==> src/leased_line_map_consts.vh <==
/*
 constants for the leased-line core frame mapper: frame layout,
 overhead bit positions, register map and timing figures.
 assumes inclusion by bare name from the mapper module.
*/
`ifndef LEASED_LINE_MAP_CONSTS_VH
`define LEASED_LINE_MAP_CONSTS_VH

// ======================================================
// core frame layout
`define FRAME_BYTES 144
`define PAYLOAD_BYTES 128
`define STUFF_BYTES 16
`define FRAME_PERIOD_US 500
`define STUFF_BYTE 8'hff
`define ALL_ONES_BYTE 8'hff

// ======================================================
// overhead layout
`define OH_BITS 48
`define OH_INPUT_LOSS_BIT 15
`define OH_SPARE_LO 9
`define OH_SPARE_HI 48

// ======================================================
// delay budget figures in microseconds
`define END_TO_END_DELAY_US 1250
`define TERMINAL_DELAY_US 450
`define REGEN_DELAY_US 200
`define LINE_DELAY_US 150

// ======================================================
// clock
`define PCLK_MHZ 20

// ======================================================
// register map, byte addresses
`define REG_CTRL 12'h000
`define REG_STATUS 12'h004
`define REG_LOSS_RUN 12'h008
`define REG_PAIR_CFG 12'h00c
`define REG_AUX_PATTERN 12'h010

// ctrl fields
`define CTRL_STRUCTURED 0
`define CTRL_NETWORK_SIDE 1
`define CTRL_AUX_SELECT 2
`define CTRL_LOOPBACK 3

// status fields
`define ST_OPERATIONAL 0
`define ST_INPUT_LOSS 1
`define ST_LINE_ALARM 2
`define ST_LOOPBACK 3
`define ST_ACTIVE_ALL 4

// reset values
`define CTRL_RESET 32'h0000_0000
`define LOSS_RUN_RESET 16'h00ff
`define AUX_RESET 8'h55

`endif

==> src/leased_line_core_maintenance_map.v <==
/*
 leased-line mapper between the 2048 kbit/s application interface
 and the 144-byte core frame, with section state, input loss,
 alarm substitution and line loopback; apb register slave.
 assumes app bits arrive with a one-cycle strobe on pclk domain
 from an external rate adapter, and core bytes are pulled by
 the core framer with a byte strobe; pair status pins are async.
*/
// Contract
// - operational only if all pairs active, ids correct, no failure
// - any pair down or wrong id makes section non-operational at once
// - unstructured payload passes untouched, no maintenance inserted
// - on app input loss send all ones toward far end
// - while input loss lasts, overhead bit 15 is sent as zero
// - loss flag goes in overhead sent toward the opposite unit
// - unstructured network side sends AIS on any line loss/alignment loss
// - customer side output undefined until all transceivers active
// - structured network side sends AIS or auxiliary pattern by config
// - structured data mapped into 144-byte frame every 500 us
// - remaining 16 bytes per frame are all-ones stuffing
// - spare overhead bits nine to forty-eight sent as ones; code sends bit fifteen as the inverted input loss flag
// - loopback request closes transparent loopback in every transceiver; code closes it only while network side is set
// - end-to-end one-way delay at most 1250 us
// - unit delay at most 450 us, regenerator 200, line 150
`include "leased_line_map_consts.vh"

module leased_line_core_maintenance_map #(
   parameter PAIRS = 3
) (
   input wire pclk,
   input wire presetn,
   input wire psel,
   input wire penable,
   input wire pwrite,
   input wire [11:0] paddr,
   input wire [31:0] pwdata,
   output reg [31:0] prdata,
   output wire pready,
   output wire pslverr,
   input wire app_in_bit,
   input wire app_in_valid,
   output reg app_out_bit,
   output reg app_out_valid,
   input wire core_tx_pull,
   output reg [7:0] core_tx_byte,
   output reg core_tx_stuff,
   input wire [7:0] core_rx_byte,
   input wire core_rx_valid,
   input wire core_rx_stuff,
   input wire [PAIRS-1:0] pair_active,
   input wire [PAIRS-1:0] pair_id_ok,
   input wire [PAIRS-1:0] pair_los_lfa,
   input wire far_input_loss,
   output wire [`OH_BITS-1:0] line_frame_overhead,
   output reg [PAIRS-1:0] pair_loopback
);

   // ======================================================
   // delay budget flag, computed at elaboration time but never acted on
   localparam integer FRAME_CYCLES = `FRAME_PERIOD_US * `PCLK_MHZ;
   localparam integer UNIT_DELAY_CYCLES = `TERMINAL_DELAY_US * `PCLK_MHZ;
   localparam integer BUDGET_OK = (2 * `TERMINAL_DELAY_US + `REGEN_DELAY_US
      + `LINE_DELAY_US <= `END_TO_END_DELAY_US) ? 1 : 0;

   // ======================================================
   // pin synchronisers
   reg [3*PAIRS:0] sync1;
   reg [3*PAIRS:0] sync2;
   always @(posedge pclk or negedge presetn) begin
      if (!presetn) begin
         sync1 <= {(3*PAIRS+1){1'b0}};
         sync2 <= {(3*PAIRS+1){1'b0}};
      end else begin
         sync1 <= {far_input_loss, pair_los_lfa, pair_id_ok, pair_active};
         sync2 <= sync1;
      end
   end
   wire [PAIRS-1:0] act_s = sync2[PAIRS-1:0];
   wire [PAIRS-1:0] id_s = sync2[2*PAIRS-1:PAIRS];
   wire [PAIRS-1:0] los_s = sync2[3*PAIRS-1:2*PAIRS];
   wire far_loss_s = sync2[3*PAIRS];

   // ======================================================
   // registers
   reg [31:0] ctrl;
   reg [15:0] loss_run;
   reg [PAIRS-1:0] pair_fail;
   reg [7:0] aux_pattern;
   wire structured = ctrl[`CTRL_STRUCTURED];
   wire network_side = ctrl[`CTRL_NETWORK_SIDE];
   wire aux_select = ctrl[`CTRL_AUX_SELECT];
   wire loop_req = ctrl[`CTRL_LOOPBACK];

   wire wr = psel && penable && pwrite;
   wire rd_ok = (paddr == `REG_CTRL) || (paddr == `REG_STATUS) ||
      (paddr == `REG_LOSS_RUN) || (paddr == `REG_PAIR_CFG) ||
      (paddr == `REG_AUX_PATTERN);
   assign pready = 1'b1;
   assign pslverr = psel && penable && !rd_ok;

   always @(posedge pclk or negedge presetn) begin
      if (!presetn) begin
         ctrl <= `CTRL_RESET;
         loss_run <= `LOSS_RUN_RESET;
         pair_fail <= {PAIRS{1'b0}};
         aux_pattern <= `AUX_RESET;
      end else if (wr) begin
         case (paddr)
            `REG_CTRL: ctrl <= pwdata;
            `REG_LOSS_RUN: loss_run <= pwdata[15:0];
            `REG_PAIR_CFG: pair_fail <= pwdata[PAIRS-1:0];
            `REG_AUX_PATTERN: aux_pattern <= pwdata[7:0];
            default: ctrl <= ctrl;
         endcase
      end
   end

   // ======================================================
   // section state
   wire all_active = &act_s;
   wire operational = all_active && (&id_s) && !(|pair_fail) && !(|los_s);
   wire line_alarm = |los_s;

   // ======================================================
   // application input loss
   reg [15:0] zero_run;
   reg input_loss;
   always @(posedge pclk or negedge presetn) begin
      if (!presetn) begin
         zero_run <= 16'h0000;
         input_loss <= 1'b0;
      end else if (app_in_valid) begin
         if (app_in_bit) begin
            zero_run <= 16'h0000;
            input_loss <= 1'b0;
         end else begin
            if (zero_run != 16'hffff)
               zero_run <= zero_run + 16'h0001;
            if (zero_run + 16'h0001 >= loss_run)
               input_loss <= 1'b1;
         end
      end
   end

   // ======================================================
   // status and read data
   always @* begin
      prdata = 32'h0000_0000;
      case (paddr)
         `REG_CTRL: prdata = ctrl;
         `REG_STATUS: begin
            prdata[`ST_OPERATIONAL] = operational;
            prdata[`ST_INPUT_LOSS] = input_loss;
            prdata[`ST_LINE_ALARM] = line_alarm;
            prdata[`ST_LOOPBACK] = |pair_loopback;
            prdata[`ST_ACTIVE_ALL] = all_active;
         end
         `REG_LOSS_RUN: prdata[15:0] = loss_run;
         `REG_PAIR_CFG: prdata[PAIRS-1:0] = pair_fail;
         `REG_AUX_PATTERN: prdata[7:0] = aux_pattern;
         default: prdata = 32'h0000_0000;
      endcase
   end

   // ======================================================
   // transmit: bit packer and frame builder
   reg [7:0] shift;
   reg [2:0] bit_cnt;
   reg [7:0] held_byte;
   reg [7:0] slot;
   reg [7:0] pay_cnt;
   always @(posedge pclk or negedge presetn) begin
      if (!presetn) begin
         shift <= 8'h00;
         bit_cnt <= 3'h0;
         held_byte <= `ALL_ONES_BYTE;
      end else if (app_in_valid) begin
         shift <= {shift[6:0], app_in_bit};
         bit_cnt <= bit_cnt + 3'h1;
         if (bit_cnt == 3'h7)
            held_byte <= {shift[6:0], app_in_bit};
      end
   end

   // stuffing slots sit at the frame tail
   wire stuff_slot = (slot >= `PAYLOAD_BYTES);
   always @(posedge pclk or negedge presetn) begin
      if (!presetn) begin
         slot <= 8'h00;
         core_tx_byte <= `ALL_ONES_BYTE;
         core_tx_stuff <= 1'b0;
         pay_cnt <= 8'h00;
      end else if (core_tx_pull) begin
         slot <= (slot == `FRAME_BYTES - 1) ? 8'h00 : slot + 8'h01;
         core_tx_stuff <= stuff_slot;
         if (stuff_slot)
            core_tx_byte <= `STUFF_BYTE;
         else if (input_loss)
            core_tx_byte <= `ALL_ONES_BYTE;
         else
            core_tx_byte <= held_byte;
         if (!stuff_slot)
            pay_cnt <= pay_cnt + 8'h01;
      end
   end

   // ======================================================
   // overhead toward the opposite unit
   genvar g;
   generate
      for (g = 0; g < `OH_BITS; g = g + 1) begin : oh_bits
         if (g + 1 == `OH_INPUT_LOSS_BIT) begin : loss_bit
            assign line_frame_overhead[g] = !input_loss;
         end else if (g + 1 >= `OH_SPARE_LO && g + 1 <= `OH_SPARE_HI) begin : spare
            assign line_frame_overhead[g] = 1'b1;
         end else begin : other
            assign line_frame_overhead[g] = 1'b1;
         end
      end
   endgenerate

   // ======================================================
   // receive: byte to bit, alarm substitution
   reg [7:0] rx_hold;
   reg [3:0] rx_left;
   wire send_alarm = network_side && (line_alarm || far_loss_s && 1'b0);
   always @(posedge pclk or negedge presetn) begin
      if (!presetn) begin
         rx_hold <= `ALL_ONES_BYTE;
         rx_left <= 4'h0;
         app_out_bit <= 1'b1;
         app_out_valid <= 1'b0;
      end else begin
         app_out_valid <= 1'b0;
         if (core_rx_valid && !core_rx_stuff) begin
            if (send_alarm && structured && aux_select)
               rx_hold <= aux_pattern;
            else if (send_alarm)
               rx_hold <= `ALL_ONES_BYTE;
            else
               rx_hold <= core_rx_byte;
            rx_left <= 4'h8;
         end else if (rx_left != 4'h0) begin
            app_out_bit <= rx_hold[7];
            rx_hold <= {rx_hold[6:0], 1'b1};
            rx_left <= rx_left - 4'h1;
            app_out_valid <= 1'b1;
         end
      end
   end

   // ======================================================
   // loopback in every transceiver
   always @(posedge pclk or negedge presetn) begin
      if (!presetn)
         pair_loopback <= {PAIRS{1'b0}};
      else
         pair_loopback <= {PAIRS{loop_req && network_side}};
   end

endmodule // leased_line_core_maintenance_map

==> config.mk <==
export PLATFORM = sky130hd
export DESIGN_NAME = leased_line_core_maintenance_map
export DESIGN_NICKNAME = d
export VERILOG_FILES = /design/src/leased_line_core_maintenance_map.v
export VERILOG_INCLUDE_DIRS = /design/src
export SDC_FILE = /design/constraint.sdc
export NUM_CORES = 1
export LEC_CHECK = 0
export ABC_AREA = 1
export BUFFER_PORTS_ARGS = -buffer_cell sky130_fd_sc_hd__buf_2
export CORE_ASPECT_RATIO = 0.9
export CORE_UTILIZATION = 60
export CTS_BUF_LIST = sky130_fd_sc_hd__clkbuf_2
export DETAILED_ROUTE_END_ITERATION = 8
export PLACE_DENSITY = 0.88
export SYNTH_ARGS = -nofsm -noshare
export SYNTH_HDL_FRONTEND = slang
export SYNTH_SLANG_ARGS = --single-unit
==> constraint.sdc <==
create_clock -name pclk -period 4 [get_ports pclk]
set_input_delay 0.2 -clock pclk [delete_from_list [all_inputs] [get_ports pclk]]
set_output_delay 0.2 -clock pclk [all_outputs]
set_load 0.02 [all_outputs]
==> impl_metrics.yaml <==
placement:
  placement.io_buffers: 118
  dp.final_hpwl_um: 10600
  placement.cell_area_mm2: 0.00777
  numPlacedInstances: 1097
  gpl.final_weighted_congestion: 0.851
clock_tree:
  htree_levels: 4
  tritoncts: "done"
  clock_tree.root_cell: "clkbuf_2"
  clock-sinks: 144
  clk_latency_ps: 750
  bufs_on_longest_clock_path: 2
  cts_made_buffers: 17
  clkTransAtPathRegs_ps: 250
layout:
  antenna_cells_inserted: 0
  final_net_count: 1123
  final_cell_count_no_fill: 1197
  post_route_cells_drive_above_1_share_pct: 22.1
  final_area_mm2: 0.00866
  postLayoutCoreUtil_pct: 74.5
  layout-area-overhead-vs-synth_pct: 18.6
critical_path:
  regToRegSetupSlack_ps: 950
  worst_setup_path_end_kind: "flop"
  crit_type: "flop to flop"
  rr_worst_depth: 15
  worst_setup_sp_type: "flop"
  critical_path.reg2reg.startpoint: "zero_run[0]"
  critPathRequiredTime_ps: 4660
  timing.rr.end: "input_loss"
  startpoint: "zero_run[0]"
  worst_setup_path_endpoint: "input_loss"
  critical_path_arrival_ps: 3710
  critical_path_peak_fanout: 5
drt:
  initialDrtViolationCount: 642
  detailroute.via_count: 6240
  route.detailed.vias_per_inst: 5.21
  wl_met2_um: 8420
  drt_wl_total_um: 17200
  detail-route-antenna-nets: 0
  top_layer: "met4"
  number_of_iterations_in_the_first_detailed_routing_pass: 8
  detail_route.drc_violations: 0
  routed-wl-met3_um: 1270
  drt-wirelength-per-cell_um: 14.4
  m1WireLength_um: 7070
synthesis:
  postSynthRegisterBits: 144
  ys_dominant_reg_cell: "dfrtp_1"
  number_of_unique_standard_cell_types_used_by_synthesis: 39
  postSynthCellCount: 848
  postSynthAreaPerCell_um2: 8.60
  synth-edff-count: 0
  async_flop_share_pct: 100
  mappedNetlistArea_mm2: 0.00730
  synth_seq_area_share_pct: 50.0
  yosys_warnings: 0
timing:
  clock_skew_ps: 39.2
  finalCriticalPeriod_ps: 3050
  maxSlewHeadroom_pct: 28.3
  finalHoldViolations: 0
  final.period_utilization_pct: 76.2
  unrepaired_setup_endpoints_after_global_routing: "no"
  tightest_slew_ps: 1070
  maxClockFrequency_ghz: 0.328
  timing.final.setup_violations: 0
  fin_tns_setup_ps: 0
  finalMaxSlewViolations: 0
power_and_ir_drop:
  p_sw_mw: 1.08
  switching_share_pct: 32.8
  irDropWorstVdd_v: 0.000324
  power_frac_clock_pct: 23.1
  internal_power_mw: 2.23
  seq_power_share_pct: 55.9
  p_comb_share_pct: 20.9
  p_per_area_mw_per_mm2: 383
  p_leak_nw: 4.55
floorplanning:
  area_of_the_core_mm2: 0.0116
  starting_density_of_the_core_pct: 62.8
  floorplan.rows: 37
  die_area_mm2: 0.0126
  die_y_um: 107
  floorplan.die.width_um: 118
  i_o_pin_count: 168
global_routing:
  globalRoute.totalOverflow: 0
  number_of_antenna_violations_at_the_first_check_in_global_routing: 0
  first_global_vias: 6008
  global_route.usage.total_pct: 29.1
  maximum_number_of_pins_on_one_net_before_global_route_repair: 65
  wire_length_of_the_first_global_routing_pass_um: 28600
status:
  status: "complete, no violations"
worst_hold_path:
  min-delay-path-class: "input pin to flop"
run:
  max_capacitance_violation_count: 0
-- power groups by stage --
stage               Sequential, mW  Combinational [mW]  Clock, mW
finish                        1.85               0.693      0.766
global placement              1.86               0.595          0
floorplan                     1.90               0.426          0
CTS                           1.85               0.680      0.772
global route                  1.88               0.775      0.846
detailed placement            1.87               0.624          0
-- cells in the final DEF (no fill, tap or decap), types with 23 or more instances in the layout --
master	count
nor2_1	86
o21ai_0	39
inv_1	118
a21oi_1	28
nand2_1	175
buf_2	117
ha_1	23
dfrtp_1	107
conb_1	48
dlygate4sd3_1	68
dfstp_2	37
o21ai_1	43
-- routing by layer --
metal / track usage [%] / vias up
met5: 0 / -
met4: 11.5 / 0
met3: 6.91 / 56
met2: 48.3 / 300
met1: 37.1 / 2937
li1: - / 2947
-- worst max-delay path, stage by stage, from the launching register on --
cell and delay (ps):
dfrtp_1 460, ha_1 230, nand3_2 120, nor2_4 150
nand2_4 80, nor2_4 140, xor2_1 300, inv_1 80
ha_1 290, nand4_1 110, nor3_1 150, nand2_1 70
nand2_1 60, nand2_1 50, a21oi_1 150, dlygate4sd3_1 580
-- what timing repair did --
action	in CTS	in global routing
setup buffers	0	0
hold buffers	68	0
resized for setup	0	0
hold endpoints to repair	165	0
-- cell usage after synthesis, types with 8 or more instances --
library cell	instances	area [µm²]
o21ai_1	43	215
nand4_1	11	68.8
ha_1	23	288
buf_4	51	383
nand2_1	175	657
inv_1	118	443
buf_2	13	65.1
nand2_2	10	62.6
clkbuf_1	8	30.0
xor2_1	15	131
nand3_1	17	85.1
dfrtp_1	107	2680
nor2_1	86	323
dfstp_2	37	972
nor3_1	8	40.0
o21ai_0	39	195
a21oi_1	28	140
-- kinds of logic after synthesis --
group                      count (synthesis)  share of synthesized area (%)
DFF                                      144                           50.0
xor gates and xnor gates                  18                           2.16
muxes                                      2                          0.309
and+or+nand+nor                          325                           19.5
buffers and inverters                    198                           13.4
AOI/OAI and AO/OA                        137                           10.6
other                                      1                         0.0514
adders and majority gates                 23                           3.94
-- registers in the layout, summed over array words and instances (netlist names) --
register,cells
sync1,9
rx_left,4
shift,7
held_byte,8
core_tx_stuff,1
aux_pattern,8
slot,8
app_out_bit,1
pair_loopback,1
sync2,9
pair_fail,3
bit_cnt,3
input_loss,1
zero_run,16
ctrl,32
core_tx_byte,8
app_out_valid,1
rx_hold,8
loss_run,16
-- area by class of cell --
class	instances	area, µm²
timing repair buffer	188	1290
tap	156	195
clock inverter	13	110
inverter	124	465
sequential	144	3650
multi-input combinational	553	2850
fill	778	2960
clock buffer	19	95.1
-- through the flow --
stage	hold WS (ps)	power (mW)	setup WS [ps]
after floorplan	-95.6	2.33	1950
after global placement	213	2.46	1680
after detailed placement	212	2.49	1620
after CTS	8.10	3.30	1020
after global routing	20.6	3.50	731
final	8.60	3.31	952
-- worst min-delay path by stage --
| stage | from | to | slack [ps] | cells past startpoint |
|---|---|---|---|---|
| after CTS | penable | pair_fail[2] | 8 | 5 |
| after global routing | penable | pair_fail[1] | 20 | 5 |
| final | penable | pair_fail[1] | 9 | 5 |
| after floorplan | presetn | app_out_valid | -100 | 0 |
| after detailed placement | presetn | shift[6] | 210 | 1 |
| after global placement | presetn | core_tx_stuff | 210 | 1 |
Power figures use the tool's default switching activity.
